### config.mk
export PLATFORM = sky130hd
export DESIGN_NAME = plf_top
export DESIGN_NICKNAME = d
export VERILOG_FILES = /design/src/logic/plf_pkg.sv /design/src/logic/plf_combiner.sv /design/src/logic/plf_expr.sv /design/src/logic/plf_top.sv
export SDC_FILE = /design/constraint.sdc
export NUM_CORES = 1
export LEC_CHECK = 0
export BUFFER_PORTS_ARGS = -buffer_cell sky130_fd_sc_hd__buf_2
export CAP_MARGIN = 10
export CORE_ASPECT_RATIO = 0.7
export CORE_MARGIN = 2
export CORE_UTILIZATION = 57
export CTS_CLUSTER_DIAMETER = 200
export DETAILED_ROUTE_END_ITERATION = 12
export PLACE_DENSITY = 0.77
export SYNTH_ARGS = -nofsm -noshare
export SYNTH_HDL_FRONTEND = slang
export SYNTH_SLANG_ARGS = --single-unit
### constraint.sdc
create_clock -name clk -period 12 [get_ports clk]
set_clock_uncertainty 0.2 [all_clocks]
set_input_delay 1.8 -clock clk [delete_from_list [all_inputs] [get_ports clk]]
set_output_delay 1.8 -clock clk [all_outputs]
set_load 0.01 [all_outputs]
### src/logic/plf_pkg.sv
// Purpose: Shared constants for the programmable logic functions block
// Assumes: 200 MHz clock, analogue values in 0.01 % steps, signed 16 bit
// Notes:   Register offsets are byte addresses on a 32-bit bus
package plf_pkg;

  // Analogue format: +/-100 % maps to +/-10000
  localparam int                 AN_W        = 16;
  localparam int                 AN_XW       = 18;
  localparam logic signed [17:0] FULL_POS    = 18'sh02710;
  localparam logic signed [17:0] FULL_NEG    = -18'sh02710;

  // Combiner operator codes
  localparam logic [3:0] OP_OFF      = 4'h0;
  localparam logic [3:0] OP_MIN      = 4'h1;
  localparam logic [3:0] OP_MAX      = 4'h2;
  localparam logic [3:0] OP_SUM      = 4'h3;
  localparam logic [3:0] OP_SUM_HALF = 4'h4;
  localparam logic [3:0] OP_AMB      = 4'h5;
  localparam logic [3:0] OP_AMB_HALF = 4'h6;
  localparam logic [3:0] OP_BMA      = 4'h7;
  localparam logic [3:0] OP_BMA_HALF = 4'h8;
  localparam logic [3:0] OP_ABS      = 4'h9;
  localparam logic [3:0] OP_ABS_HALF = 4'ha;

  // Expression operator codes and bracketing orders
  localparam logic [1:0] EOP_TERM = 2'h0;
  localparam logic [1:0] EOP_AND  = 2'h1;
  localparam logic [1:0] EOP_OR   = 2'h2;
  localparam logic [1:0] EOP_XOR  = 2'h3;
  localparam logic       ORDER_CHAINED = 1'b0;
  localparam logic       ORDER_PAIRED  = 1'b1;

  // Digital source list: 0 off, 1..8 inverters, 9 expression, 10.. external
  localparam int         SRC_W    = 5;
  localparam int         EXT_W    = 22;
  localparam logic [4:0] SRC_OFF  = 5'h00;
  localparam logic [4:0] SRC_INV1 = 5'h01;
  localparam logic [4:0] SRC_CMP1 = 5'h0a;
  localparam logic [4:0] SRC_CMP2 = 5'h0b;
  localparam logic [4:0] SRC_RUN  = 5'h0c;

  // Register offsets
  localparam logic [7:0] REG_COMB1_CFG = 8'h00;
  localparam logic [7:0] REG_COMB2_CFG = 8'h04;
  localparam logic [7:0] REG_INV_LO    = 8'h08;
  localparam logic [7:0] REG_INV_HI    = 8'h0c;
  localparam logic [7:0] REG_EXPR_SEL  = 8'h10;
  localparam logic [7:0] REG_EXPR_CFG  = 8'h14;
  localparam logic [7:0] REG_EXPR_DLY  = 8'h18;
  localparam logic [7:0] REG_STATUS    = 8'h1c;
  localparam logic [7:0] REG_COMB1_OUT = 8'h20;
  localparam logic [7:0] REG_COMB2_OUT = 8'h24;

  // Field positions
  localparam int CMB_SELA_LSB = 0;
  localparam int CMB_SELB_LSB = 2;
  localparam int CMB_OP_LSB   = 4;
  localparam int SEL_STRIDE   = 8;
  localparam int ECFG_ORD     = 0;
  localparam int ECFG_OP1_LSB = 1;
  localparam int ECFG_OP2_LSB = 3;
  localparam int ECFG_OP3_LSB = 5;

  // Writable bit masks
  localparam logic [31:0] MASK_COMB = 32'h0000_00ff;
  localparam logic [31:0] MASK_SEL  = 32'h1f1f_1f1f;
  localparam logic [31:0] MASK_ECFG = 32'h0000_007f;
  localparam logic [31:0] MASK_DLY  = 32'h0007_ffff;

  // Reset values
  localparam logic [31:0] RST_COMB     = 32'h0000_0004;
  localparam logic [31:0] RST_INV_LO   = 32'h0000_000b;
  localparam logic [31:0] RST_INV_HI   = 32'h0000_0000;
  localparam logic [31:0] RST_EXPR_SEL = 32'h000c_010a;
  localparam logic [31:0] RST_EXPR_CFG = 32'h0000_000a;
  localparam logic [31:0] RST_DLY      = 32'h0000_0000;

  // Set delay timing: 0.1 s steps up to 36000.0 s
  localparam longint      CLK_PERIOD_PS  = 5000;
  localparam longint      TENTH_PS       = 64'h0000_0017_4876_e800;
  localparam int          TENTH_CYCLES   = int'(TENTH_PS / CLK_PERIOD_PS);
  localparam logic [18:0] DLY_MAX_TENTHS = 19'h57e40;

endpackage

### src/logic/plf_combiner.sv
// Purpose: One analogue combiner: clamp operands, apply operator, saturate
// Assumes: Operands chosen by the caller, same clock domain
// Notes:   Result registered; unknown operator codes give zero
`timescale 1ns/100ps
module plf_combiner
  import plf_pkg::*;
(
  input  wire logic                   clk,
  input  wire logic                   arst_n,
  input  wire logic signed [AN_W-1:0] firstOperand,
  input  wire logic signed [AN_W-1:0] secondOperand,
  input  wire logic        [3:0]      opSel,
  output      logic signed [AN_W-1:0] result
);

  function automatic logic signed [AN_XW-1:0] sat(input logic signed [AN_XW-1:0] x);
    sat = (x > FULL_POS) ? FULL_POS : ((x < FULL_NEG) ? FULL_NEG : x);
  endfunction

  logic signed [AN_XW-1:0] aC;
  logic signed [AN_XW-1:0] bC;
  logic signed [AN_XW-1:0] sum;
  logic signed [AN_XW-1:0] amb;
  logic signed [AN_XW-1:0] bma;
  logic signed [AN_XW-1:0] absD;
  logic signed [AN_XW-1:0] res_nxt;

  assign aC   = sat({{2{firstOperand[AN_W-1]}}, firstOperand});
  assign bC   = sat({{2{secondOperand[AN_W-1]}}, secondOperand});
  assign sum  = aC + bC;
  assign amb  = aC - bC;
  assign bma  = bC - aC;
  assign absD = amb[AN_XW-1] ? bma : amb;

  // Halved forms cannot leave the span, so need no clamp
  always_comb
  begin
    unique case (opSel)
      OP_OFF:      res_nxt = '0;
      OP_MIN:      res_nxt = (aC < bC) ? aC : bC;
      OP_MAX:      res_nxt = (aC > bC) ? aC : bC;
      OP_SUM:      res_nxt = sat(sum);
      OP_SUM_HALF: res_nxt = sum >>> 1;
      OP_AMB:      res_nxt = sat(amb);
      OP_AMB_HALF: res_nxt = amb >>> 1;
      OP_BMA:      res_nxt = sat(bma);
      OP_BMA_HALF: res_nxt = bma >>> 1;
      OP_ABS:      res_nxt = sat(absD);
      OP_ABS_HALF: res_nxt = absD >>> 1;
      default:     res_nxt = '0;
    endcase
  end

  always_ff @(posedge clk or negedge arst_n)
  begin
    if (!arst_n)
      result <= '0;
    else
      result <= res_nxt[AN_W-1:0];
  end

endmodule

### src/logic/plf_expr.sv
// Purpose: Four-input logic expression with two bracketing orders
// Assumes: Input bits already registered by the caller
// Notes:   A terminate operator ends the expression at its position
`timescale 1ns/100ps
module plf_expr
  import plf_pkg::*;
(
  input  wire logic       clk,
  input  wire logic       arst_n,
  input  wire logic [3:0] inBits,
  input  wire logic       orderSel,
  input  wire logic [1:0] operatorOne,
  input  wire logic [1:0] operatorTwo,
  input  wire logic [1:0] operatorThree,
  output      logic       exprRaw
);

  function automatic logic apply(input logic [1:0] op, input logic x, input logic y);
    unique case (op)
      EOP_AND: apply = x & y;
      EOP_OR:  apply = x | y;
      EOP_XOR: apply = x ^ y;
      default: apply = x;
    endcase
  endfunction

  logic firstPair;
  logic chained2;
  logic chained3;
  logic chainRes;
  logic secondPair;
  logic pairRes;

  assign firstPair  = apply(operatorOne, inBits[0], inBits[1]);
  assign chained2   = apply(operatorTwo, firstPair, inBits[2]);
  assign chained3   = apply(operatorThree, chained2, inBits[3]);
  assign chainRes   = (operatorOne == EOP_TERM) ? inBits[0] :
                      (operatorTwo == EOP_TERM) ? firstPair : chained3;
  assign secondPair = apply(operatorThree, inBits[2], inBits[3]);
  assign pairRes    = (operatorOne == EOP_TERM) ? inBits[0] :
                      apply(operatorTwo, firstPair, secondPair);

  always_ff @(posedge clk or negedge arst_n)
  begin
    if (!arst_n)
      exprRaw <= 1'b0;
    else
      exprRaw <= (orderSel == ORDER_PAIRED) ? pairRes : chainRes;
  end

endmodule

### src/logic/plf_top.sv
// Purpose: Programmable logic functions: two analogue combiners, eight
//          inverters and one four-input logic expression, set over Wishbone
// Assumes: All inputs come from logic on the same clock
// Notes:   Digital outputs feed back into the source list one cycle late
//
// Implementation choices: the placing of the registers and the Wishbone interface to the registers.
`timescale 1ns/100ps
module plf_top
  import plf_pkg::*;
#(
  parameter int TENTH_CYCLES_P = TENTH_CYCLES
)
(
  input  wire logic                   clk,
  input  wire logic                   arst_n,
  input  wire logic                   wb_cyc_i,
  input  wire logic                   wb_stb_i,
  input  wire logic                   wb_we_i,
  input  wire logic [7:0]             wb_adr_i,
  input  wire logic [3:0]             wb_sel_i,
  input  wire logic [31:0]            wb_dat_i,
  output      logic [31:0]            wb_dat_o,
  output      logic                   wb_ack_o,
  input  wire logic signed [AN_W-1:0] analogueInputOne,
  input  wire logic signed [AN_W-1:0] analogueInputTwo,
  input  wire logic signed [AN_W-1:0] analogueInputThree,
  input  wire logic signed [AN_W-1:0] analogueInputFour,
  input  wire logic [EXT_W-1:0]       extSignals,
  output      logic signed [AN_W-1:0] analogueCombinerOne,
  output      logic signed [AN_W-1:0] analogueCombinerTwo,
  output      logic [7:0]             inverterOutputs,
  output      logic [3:0]             exprInputValues,
  output      logic                   exprOutput
);

  // Byte-lane merge shared by every writable register
  function automatic logic [31:0] mergeWord(input logic [31:0] old,
                                            input logic [31:0] wdat,
                                            input logic [3:0]  sel,
                                            input logic [31:0] mask);
    logic [31:0] m;
    m = old;
    for (int i = 0; i < 4; i++)
    begin
      if (sel[i])
        m[i*8 +: 8] = wdat[i*8 +: 8];
    end
    mergeWord = m & mask;
  endfunction

  function automatic logic signed [AN_W-1:0] pickAnalogue(input logic [1:0] sel,
                                                          input logic signed [AN_W-1:0] a1,
                                                          input logic signed [AN_W-1:0] a2,
                                                          input logic signed [AN_W-1:0] a3,
                                                          input logic signed [AN_W-1:0] a4);
    unique case (sel)
      2'h0:    pickAnalogue = a1;
      2'h1:    pickAnalogue = a2;
      2'h2:    pickAnalogue = a3;
      default: pickAnalogue = a4;
    endcase
  endfunction

  // Configuration registers
  logic [31:0] comb1Cfg_r;
  logic [31:0] comb2Cfg_r;
  logic [31:0] invLo_r;
  logic [31:0] invHi_r;
  logic [31:0] exprSel_r;
  logic [31:0] exprCfg_r;
  logic [31:0] exprDly_r;
  logic [31:0] exprDly_nxt;

  // Bus decode
  logic        reqTaken;
  logic        wrTaken;
  logic [31:0] rdMux;
  logic [31:0] statusWord;

  assign reqTaken = wb_cyc_i & wb_stb_i & ~wb_ack_o;
  assign wrTaken  = reqTaken & wb_we_i;

  // Digital source list and selections
  logic [31:0]      srcVec;
  logic [63:0]      invSelWord;
  logic [SRC_W-1:0] invSel [8];
  logic [SRC_W-1:0] exprSel [4];
  logic [3:0]       exprIn_nxt;
  logic             exprRaw;

  assign srcVec     = {extSignals, exprOutput, inverterOutputs, 1'b0};
  assign invSelWord = {invHi_r, invLo_r};

  genvar g;
  generate
    for (g = 0; g < 8; g++)
    begin : gInv
      assign invSel[g] = invSelWord[g*SEL_STRIDE +: SRC_W];
      always_ff @(posedge clk or negedge arst_n)
      begin
        if (!arst_n)
          inverterOutputs[g] <= 1'b0;
        else
          inverterOutputs[g] <= ~srcVec[invSel[g]];
      end
    end
    for (g = 0; g < 4; g++)
    begin : gExprIn
      assign exprSel[g]    = exprSel_r[g*SEL_STRIDE +: SRC_W];
      assign exprIn_nxt[g] = srcVec[exprSel[g]];
    end
  endgenerate

  always_ff @(posedge clk or negedge arst_n)
  begin
    if (!arst_n)
      exprInputValues <= 4'h0;
    else
      exprInputValues <= exprIn_nxt;
  end

  // Analogue combiners
  logic signed [AN_W-1:0] c1A;
  logic signed [AN_W-1:0] c1B;
  logic signed [AN_W-1:0] c2A;
  logic signed [AN_W-1:0] c2B;

  assign c1A = pickAnalogue(comb1Cfg_r[CMB_SELA_LSB +: 2], analogueInputOne,
                            analogueInputTwo, analogueInputThree, analogueInputFour);
  assign c1B = pickAnalogue(comb1Cfg_r[CMB_SELB_LSB +: 2], analogueInputOne,
                            analogueInputTwo, analogueInputThree, analogueInputFour);
  assign c2A = pickAnalogue(comb2Cfg_r[CMB_SELA_LSB +: 2], analogueInputOne,
                            analogueInputTwo, analogueInputThree, analogueInputFour);
  assign c2B = pickAnalogue(comb2Cfg_r[CMB_SELB_LSB +: 2], analogueInputOne,
                            analogueInputTwo, analogueInputThree, analogueInputFour);

  plf_combiner uComb1 (
    .clk           (clk),
    .arst_n        (arst_n),
    .firstOperand  (c1A),
    .secondOperand (c1B),
    .opSel         (comb1Cfg_r[CMB_OP_LSB +: 4]),
    .result        (analogueCombinerOne)
  );

  plf_combiner uComb2 (
    .clk           (clk),
    .arst_n        (arst_n),
    .firstOperand  (c2A),
    .secondOperand (c2B),
    .opSel         (comb2Cfg_r[CMB_OP_LSB +: 4]),
    .result        (analogueCombinerTwo)
  );

  // Logic expression
  plf_expr uExpr (
    .clk           (clk),
    .arst_n        (arst_n),
    .inBits        (exprInputValues),
    .orderSel      (exprCfg_r[ECFG_ORD]),
    .operatorOne   (exprCfg_r[ECFG_OP1_LSB +: 2]),
    .operatorTwo   (exprCfg_r[ECFG_OP2_LSB +: 2]),
    .operatorThree (exprCfg_r[ECFG_OP3_LSB +: 2]),
    .exprRaw       (exprRaw)
  );

  // Set delay: counts 0.1 s steps while the raw result is high.
  // Release is immediate; the reset delay is not part of this block.
  logic [24:0] preCnt_r;
  logic [18:0] tenthCnt_r;
  logic        preWrap;
  logic        delayDone;

  assign preWrap   = (preCnt_r == 25'(TENTH_CYCLES_P - 1));
  assign delayDone = (tenthCnt_r >= exprDly_r[18:0]);

  always_ff @(posedge clk or negedge arst_n)
  begin
    if (!arst_n)
    begin
      preCnt_r   <= '0;
      tenthCnt_r <= '0;
      exprOutput <= 1'b0;
    end
    else if (!exprRaw)
    begin
      preCnt_r   <= '0;
      tenthCnt_r <= '0;
      exprOutput <= 1'b0;
    end
    else if (!exprOutput)
    begin
      if (delayDone)
        exprOutput <= 1'b1;
      else if (preWrap)
      begin
        preCnt_r   <= '0;
        tenthCnt_r <= tenthCnt_r + 19'h00001;
      end
      else
        preCnt_r <= preCnt_r + 25'h0000001;
    end
  end

  // Delay written above the limit is held at the limit
  logic [31:0] dlyMerged;
  assign dlyMerged   = mergeWord(exprDly_r, wb_dat_i, wb_sel_i, MASK_DLY);
  assign exprDly_nxt = (dlyMerged[18:0] > DLY_MAX_TENTHS) ? {13'h0, DLY_MAX_TENTHS}
                                                          : dlyMerged;

  // Register writes; unmapped and read-only addresses match no strobe
  logic wrComb1;
  logic wrComb2;
  logic wrInvLo;
  logic wrInvHi;
  logic wrExprSel;
  logic wrExprCfg;
  logic wrExprDly;

  assign wrComb1   = wrTaken & (wb_adr_i == REG_COMB1_CFG);
  assign wrComb2   = wrTaken & (wb_adr_i == REG_COMB2_CFG);
  assign wrInvLo   = wrTaken & (wb_adr_i == REG_INV_LO);
  assign wrInvHi   = wrTaken & (wb_adr_i == REG_INV_HI);
  assign wrExprSel = wrTaken & (wb_adr_i == REG_EXPR_SEL);
  assign wrExprCfg = wrTaken & (wb_adr_i == REG_EXPR_CFG);
  assign wrExprDly = wrTaken & (wb_adr_i == REG_EXPR_DLY);

  always_ff @(posedge clk or negedge arst_n)
  begin
    if (!arst_n)
      comb1Cfg_r <= RST_COMB;
    else if (wrComb1)
      comb1Cfg_r <= mergeWord(comb1Cfg_r, wb_dat_i, wb_sel_i, MASK_COMB);
  end

  always_ff @(posedge clk or negedge arst_n)
  begin
    if (!arst_n)
      comb2Cfg_r <= RST_COMB;
    else if (wrComb2)
      comb2Cfg_r <= mergeWord(comb2Cfg_r, wb_dat_i, wb_sel_i, MASK_COMB);
  end

  always_ff @(posedge clk or negedge arst_n)
  begin
    if (!arst_n)
      invLo_r <= RST_INV_LO;
    else if (wrInvLo)
      invLo_r <= mergeWord(invLo_r, wb_dat_i, wb_sel_i, MASK_SEL);
  end

  always_ff @(posedge clk or negedge arst_n)
  begin
    if (!arst_n)
      invHi_r <= RST_INV_HI;
    else if (wrInvHi)
      invHi_r <= mergeWord(invHi_r, wb_dat_i, wb_sel_i, MASK_SEL);
  end

  always_ff @(posedge clk or negedge arst_n)
  begin
    if (!arst_n)
      exprSel_r <= RST_EXPR_SEL;
    else if (wrExprSel)
      exprSel_r <= mergeWord(exprSel_r, wb_dat_i, wb_sel_i, MASK_SEL);
  end

  always_ff @(posedge clk or negedge arst_n)
  begin
    if (!arst_n)
      exprCfg_r <= RST_EXPR_CFG;
    else if (wrExprCfg)
      exprCfg_r <= mergeWord(exprCfg_r, wb_dat_i, wb_sel_i, MASK_ECFG);
  end

  always_ff @(posedge clk or negedge arst_n)
  begin
    if (!arst_n)
      exprDly_r <= RST_DLY;
    else if (wrExprDly)
      exprDly_r <= exprDly_nxt;
  end

  // Read side; unmapped addresses read zero and ignore writes
  assign statusWord = {18'h0, inverterOutputs, exprOutput, exprRaw, exprInputValues};

  always_comb
  begin
    unique case (wb_adr_i)
      REG_COMB1_CFG: rdMux = comb1Cfg_r;
      REG_COMB2_CFG: rdMux = comb2Cfg_r;
      REG_INV_LO:    rdMux = invLo_r;
      REG_INV_HI:    rdMux = invHi_r;
      REG_EXPR_SEL:  rdMux = exprSel_r;
      REG_EXPR_CFG:  rdMux = exprCfg_r;
      REG_EXPR_DLY:  rdMux = exprDly_r;
      REG_STATUS:    rdMux = statusWord;
      REG_COMB1_OUT: rdMux = {{16{analogueCombinerOne[AN_W-1]}}, analogueCombinerOne};
      REG_COMB2_OUT: rdMux = {{16{analogueCombinerTwo[AN_W-1]}}, analogueCombinerTwo};
      default:       rdMux = 32'h0000_0000;
    endcase
  end

  // One wait state: ack follows the taken request by one edge and drops next
  always_ff @(posedge clk or negedge arst_n)
  begin
    if (!arst_n)
    begin
      wb_ack_o <= 1'b0;
      wb_dat_o <= 32'h0000_0000;
    end
    else
    begin
      wb_ack_o <= reqTaken;
      if (reqTaken && !wb_we_i)
        wb_dat_o <= rdMux;
    end
  end

endmodule

After elaboration in Yosys (flattened, before gate mapping)
Cells that the tools add are included.

word-level totals
  register bits after elaboration = 225
  bits of input ports = 135
  output and inout bits = 78
  word-level logic and storage cells = 278

cells by class
  add/subtract/negate cells = 8
  order comparisons = 42
  equality and inequality tests = 50
  mux-type cells = 85
  bitwise operators = 34
  reduce and logical (&&, ||, !) cells = 26

operator list
  operator                                                                        count
  16-bit two-way mux                                                              20
  16-bit case mux with 10 select lines                                            2
  32-bit case mux with 10 select lines                                            1
  16-bit case mux with 3 select lines                                             4
  18-bit two-way mux                                                              10
  18-bit by 15-bit > comparator with 1-bit output, second input constant          8
  18-bit by 15-bit less-than comparator with 1-bit output, second input constant  8
  25-bit two-way mux                                                              4
  19-bit two-way mux                                                              5
  5-bit by 6-bit less-than comparator with 1-bit output, second input constant    12
  18-bit subtractor                                                               4
  16-bit by 15-bit > comparator with 1-bit output, second input constant          4
  16-bit by 15-bit less-than comparator with 1-bit output, second input constant  4
  1-bit binary-select mux with 5-bit select                                       12
  18-bit adder                                                                    2
  18-bit > comparator                                                             2
  18-bit less-than comparator                                                     2
  4-bit by 3-bit equality test with 1-bit output, second input constant           8
  8-bit by 5-bit equality test with 1-bit output, second input constant           4
  2-bit AND reduction                                                             16
  25-bit by 1-bit adder with 25-bit output, second input constant                 1
  25-bit equality test, second input constant                                     1
  4-bit equality test, second input constant                                      6
  2-bit equality test, second input constant                                      10
  other kinds (23)                                                                95

Longest topological paths before layout
  word-level depth = 11
  mapped depth = 29
  mapped depth without buffers = 26

Hierarchy
A second synthesis with hierarchy kept.

second synthesis, totals
  cells, all modules = 3115
  area total of the unflattened synthesis = 26978.4 µm²

by module, submodules not included
  module                  instances  cells each  area each (µm²)  sequential area each (µm²)
  plf_top                 1          1226        14231.1          4694.5
  plf_combiner at uComb2  1          934         6227.2           400.4
  plf_combiner at uComb1  1          910         6164.7           400.4
  plf_expr                1          45          355.3            25.0

Worst setup path before layout
No wires, ideal clock.

  kind = input to register
  start point = in analogueInputFour[1]
  end point = reg uComb1.result[10]
  setup time = 0.139 ns
  arrival time = 7.632 ns
  required time = 11.661 ns
  setup slack = 4.029 ns
  cell stages on the path = 22
  buffers on the path = 2
  cells stage by stage = mux4_2 -> or4_1 -> o32a_1 -> o21ai_2 -> clkbuf_1 -> and2_1 -> nand2_1 -> inv_1 -> ha_1 -> a21oi_1 -> o21bai_1 -> a21o_1 -> a2111oi_0 -> nor3_1 -> o31ai_1 -> a211oi_1 -> a311o_1 -> or3_1 -> a31oi_1 -> clkbuf_1 -> a21oi_1 -> or4b_1

on the way
  word-level cells in the longest chain between the ends = 10
  elaborated cells between the ends (all ways) = 35
  those cells by class = 3 x add/sub; 14 x order compare; 18 x mux

RTL lines
  item                                                     RTL line                                text
  from (decl)                                              plf_top.sv:27                           input wire logic signed [AN_W-1:0] analogueInputFour,
  16-bit case mux with 3 select lines                      plf_top.sv:56                           unique case (sel)
  16-bit by 15-bit less-than comparator with 1-bit output  plf_combiner.sv:17                      sat = (x > FULL_POS) ? FULL_POS : ((x < FULL_NEG) ? FULL_NEG : x);
  18-bit two-way mux (2 in series)                         plf_combiner.sv:17
  18-bit subtractor, on equally long branches              plf_combiner.sv:31, plf_combiner.sv:32
  18-bit two-way mux                                       plf_combiner.sv:33                      assign absD = amb[AN_XW-1] ? bma : amb;
  18-bit by 15-bit less-than comparator with 1-bit output  plf_combiner.sv:17
  16-bit two-way mux (2 in series)                         plf_combiner.sv:17
  16-bit case mux with 10 select lines (*)                 plf_combiner.sv:38                      unique case (opSel)
  net uComb1.res_nxt[10]                                   plf_combiner.sv:26                      logic signed [AN_XW-1:0] res_nxt;
  to (signal assigned)                                     plf_combiner.sv:59                      result <= res_nxt[AN_W-1:0];
  to (decl)                                                plf_combiner.sv:13                      output logic signed [AN_W-1:0] result

Mark *: on every way through the listed nets, which the timed path passes. The rest lies on a longest branch.
A chain may end at the register's enable or synchronous reset.

Worst setup path in the final report
  start point = in analogueInputFour[4]
  end point = reg uComb2.result[2]

on the way
  word-level cells in the longest chain between the ends = 10
  elaborated cells between the ends (all ways) = 35
  those cells by class = 3 x add/sub; 14 x order compare; 18 x mux

RTL lines
  item                                                     RTL line
  16-bit case mux with 3 select lines                      plf_top.sv:56
  16-bit by 15-bit less-than comparator with 1-bit output  plf_combiner.sv:17
  18-bit two-way mux (2 in series)                         plf_combiner.sv:17
  18-bit subtractor, on equally long branches              plf_combiner.sv:31, plf_combiner.sv:32
  18-bit two-way mux                                       plf_combiner.sv:33
  18-bit by 15-bit less-than comparator with 1-bit output  plf_combiner.sv:17
  16-bit two-way mux (2 in series)                         plf_combiner.sv:17
  16-bit case mux with 10 select lines (*)                 plf_combiner.sv:38
  net uComb2.res_nxt[2]                                    plf_combiner.sv:26
  to (signal assigned)                                     plf_combiner.sv:59
  to (decl)                                                plf_combiner.sv:13

Marked as above.

==> results.yml <==
status:
  status: "complete, no violations"
floorplan:
  initial_core_util_pct: 57.6
  pin_count: 213
  die_w_um: 255
  rows: 64
  die_area_um2: 45800
  die_y_um: 180
  coreArea_um2: 43600
placed_design:
  port_buffers: 206
  post-dp-hpwl_um: 77900
  gp_congestion: 1.05
  place_ws_ns: 2.28
detailed_routing:
  routedWlPerCell_um: 28.3
  viasPerCell: 7.39
  num_vias: 26300
  first_pass_iters: 7
  antenna_left: 0
  drcViolationCount: 0
  wl_um: 101000
  drt_iter0_markers: 4092
worst_setup_path:
  required_ns: 12.16
  cp_data_arrival_time_ns: 9.76
  critPathMaxStageDelay_ns: 1.12
  reg2reg_slack_ns: 2.57
  r2r_start: "comb2Cfg_r[0]$_DFFE_PN0P_"
  crit_type: "input pin to register"
  crit_family: "compound AO/OA/AOI/OAI gates"
  cp_max_fo: 17
  critPathLaunchType: "input pin"
  cp_cell_sequence: "buf_2 -> mux4_2 -> or4_1 -> a211o_1 -> a21oi_1 -> nand2_1 -> inv_1 -> ha_1 -> nand2b_1 -> a21oi_1 -> o21a_1 -> o211ai_1 -> a2111oi_0 -> nor3_1 -> xnor2_1 -> o2111ai_1 -> a31oi_1 -> nor4b_1 -> o32ai_1 -> or2_2 -> nand2b_1 -> o21ai_0 -> a221o_1"
  end_kind: "register"
  cpMaxStageDelayCell: "o32ai_1"
  worstReg2RegEnd: "uComb2.result[2]$_DFF_PN0_"
  critPathBufInv: 2
  r2r_cells: 22
yosys:
  synth_top_family_by_area: "compound AO/OA/AOI/OAI gates"
  yosys.area_share.adder_pct: 7.00
  async_reset_ff_share_pct: 100
  syn-num-nets: 3138
  synth_seq_cells: 220
  synth_common_cells: "nand2_1, nor2_1, dfrtp_1"
  synth_edf_count: 0
  synth_warnings: 0
  ys_top_cells_by_area: "dfrtp_1, mux4_2, ha_1"
  ys_types: 112
  synthMuxAreaShare_pct: 21.4
  syn_avg_cell_area_um2: 8.77
  yosys.area.top_type: "dfrtp_1"
  synth-seq-area-share_pct: 22.0
  synth-main-ff-cell: "dfrtp_1"
  yosysMostFrequentCell: "nand2_1"
  synth-xor-area-share_pct: 3.73
  synth_compound_area_share_pct: 22.4
  syn-cell-area_um2: 25100
  yosys.area_share.simple_pct: 18.0
  synth.top_cell.area_share_pct: 20.7
  syn_inst: 2866
cts:
  htree_levels: 1
  cts_tree: "built"
  post_cts_resized: 0
  cts.path.max_buffers: 3
  cts_num_sinks: 220
  cts_buffers: 20
  cts_root_buf: "clkbuf_16"
  clkLatencyLatePin_ns: 0.54
  postCtsSetupBuffers: 0
  clk_pin_slew_ns: 0.07
  hold_buffers: 0
timing:
  fmax_ghz: 0.104
  tightest_slew_ns: 1.34
  hold_viol_final: 0
  maxSlewHeadroom_pct: 10.4
  layout_setup_ws_ns: 2.39
  grt_setup_unrepaired: "false"
  slew_viol_final: 0
  worst_hold_slack_ns: 0.302
  setup-tns-final_ns: 0
  setup_viol: 0
  fin_crit_sh_pct: 80.0
  finalCriticalPeriod_ns: 9.61
hold_path:
  hold_class: "register to register"
  hold_end: "preCnt_r[1]$_DFFE_PN0P_"
  hold_start: "preCnt_r[1]$_DFFE_PN0P_"
  worstHoldPathCells: 2
cells_and_area:
  area_growth_pct: 8.21
  fin_nets: 3218
  final_layout_size_suffix_gt1_share_pct: 20.9
global_routing:
  grt_pass1_wl_um: 152000
  grt.total_usage_pct: 43.3
  grt_pass1_vias: 24900
  grt_max_degree: 141
  antenna_found_initial: 6
  grt_remaining_overflow: 0
flow_run:
  max_cap_viol_count: 0
power:
  vdd_drop_max_mv: 0.0815
  powerDensity_nw_per_um2: 109
  leakage_nw: 11.1
## worst register-to-register path, stage by stage, from the launching register on
cell and delay (ns):
dfrtp_1 1.04, mux4_2 0.74, or4_1 0.58, a211o_1 0.38
a21oi_1 0.39, nand2_1 0.21, inv_1 0.14, ha_1 0.45
nand2b_1 0.26, a21oi_1 0.20, o21a_1 0.24, o211ai_1 0.17
a2111oi_0 0.80, nor3_1 0.14, xnor2_1 0.51, o2111ai_1 0.24
a31oi_1 0.26, nor4b_1 0.08, o32ai_1 1.12, or2_2 0.40
nand2b_1 0.18, o21ai_0 0.10, a221o_1 0.41
## worst max path at each step
stage / from / end / slack (ns) / depth (start not counted)
finish: analogueInputFour[4] / uComb2.result[2]$_DFF_PN0_ / 2.39 / 23
global route: analogueInputFour[4] / uComb2.result[2]$_DFF_PN0_ / 2.13 / 23
CTS: analogueInputFour[4] / uComb2.result[2]$_DFF_PN0_ / 2.77 / 23
detailed placement: analogueInputFour[4] / uComb2.result[2]$_DFF_PN0_ / 2.28 / 23
global placement: analogueInputFour[4] / uComb2.result[2]$_DFF_PN0_ / 2.40 / 23
floorplan: analogueInputFour[1] / uComb1.result[10]$_DFF_PN0_ / 4.03 / 22
## final cells by class
cell class | count | area (um^2)
timing repair buffer | 238 | 1280
fill | 3697 | 16400
antenna | 3 | 7.51
tap | 594 | 743
multi-input combinational | 2297 | 18300
inverter | 169 | 634
sequential | 220 | 5520
clock buffer | 23 | 532
clock inverter | 13 | 195
## logic make-up (layout without fill, tap and decap cells)
kind of cell	after synthesis	in the layout
AO/OA/AOI/OAI	827	827
multiplexers	307	307
buffers and inverters	349	443
flip-flops	220	220
adder cells (fa/ha/maj)	137	137
AND/OR/NAND/NOR	923	923
XOR/XNOR	103	103
other	0	3
## routing by layer
metal / share of wire (%) / GRT usage, % / vias to the layer above
li1: - / - / 11100
met1: 40 / 62.1 / 12800
met2: 41 / 59.6 / 2084
met3: 15 / 16.1 / 347
met4: 4.3 / 15.2 / 2
met5: 0.011 / 0 / -
## per-stage QoR
step,instance area [um^2],power (mW),util [%],instances
floorplan,25100,1.71,-,2866
global placement,26400,2.17,60.6,3515
detailed placement,26400,2.17,60.6,3515
CTS,27200,2.90,62.3,3551
global route,27200,3.07,62.3,3557
finish,27200,2.96,62.3,3557
## placed cells by master (no fill, tap or decap), types with 21 or more instances in the layout
cell type | synthesis | routed
ha_1 | 131 | 131
xnor2_1 | 76 | 76
o21ai_0 | 173 | 173
o211ai_1 | 30 | 30
a22oi_1 | 27 | 27
nand4_1 | 46 | 46
a21oi_1 | 183 | 183
o21a_1 | 30 | 30
nand3_1 | 59 | 59
buf_2 | 18 | 205
nand2_1 | 257 | 257
and2_1 | 21 | 21
mux4_2 | 175 | 175
nor2b_1 | 25 | 25
a21o_1 | 26 | 26
nand2b_1 | 46 | 46
mux2_2 | 93 | 93
mux2i_1 | 38 | 38
nor3_1 | 71 | 69
dfrtp_1 | 208 | 208
o31ai_1 | 22 | 22
nor2_1 | 244 | 242
and3_1 | 24 | 24
a31oi_1 | 46 | 44
or3_1 | 28 | 28
a221oi_1 | 39 | 39
buf_4 | 8 | 31
inv_1 | 163 | 163
a22o_1 | 23 | 23
xor2_1 | 23 | 23
## power breakdown
part	internal [mW]	switching, mW
combinational	0.458	0.972
sequential	0.767	0.0328
clock	0.411	0.321
total	1.64	1.33
## state kept, by name (all words and copies together) (netlist names), 8 cells and up
name,count
comb1Cfg_r,8
comb2Cfg_r,8
exprDly_r,19
exprSel_r,20
invHi_r,20
invLo_r,20
inverterOutputs,8
preCnt_r,25
tenthCnt_r,19
uComb1.result,16
uComb2.result,16
wb_dat_o,27
No activity file was read; power rests on OpenSTA's default activity.
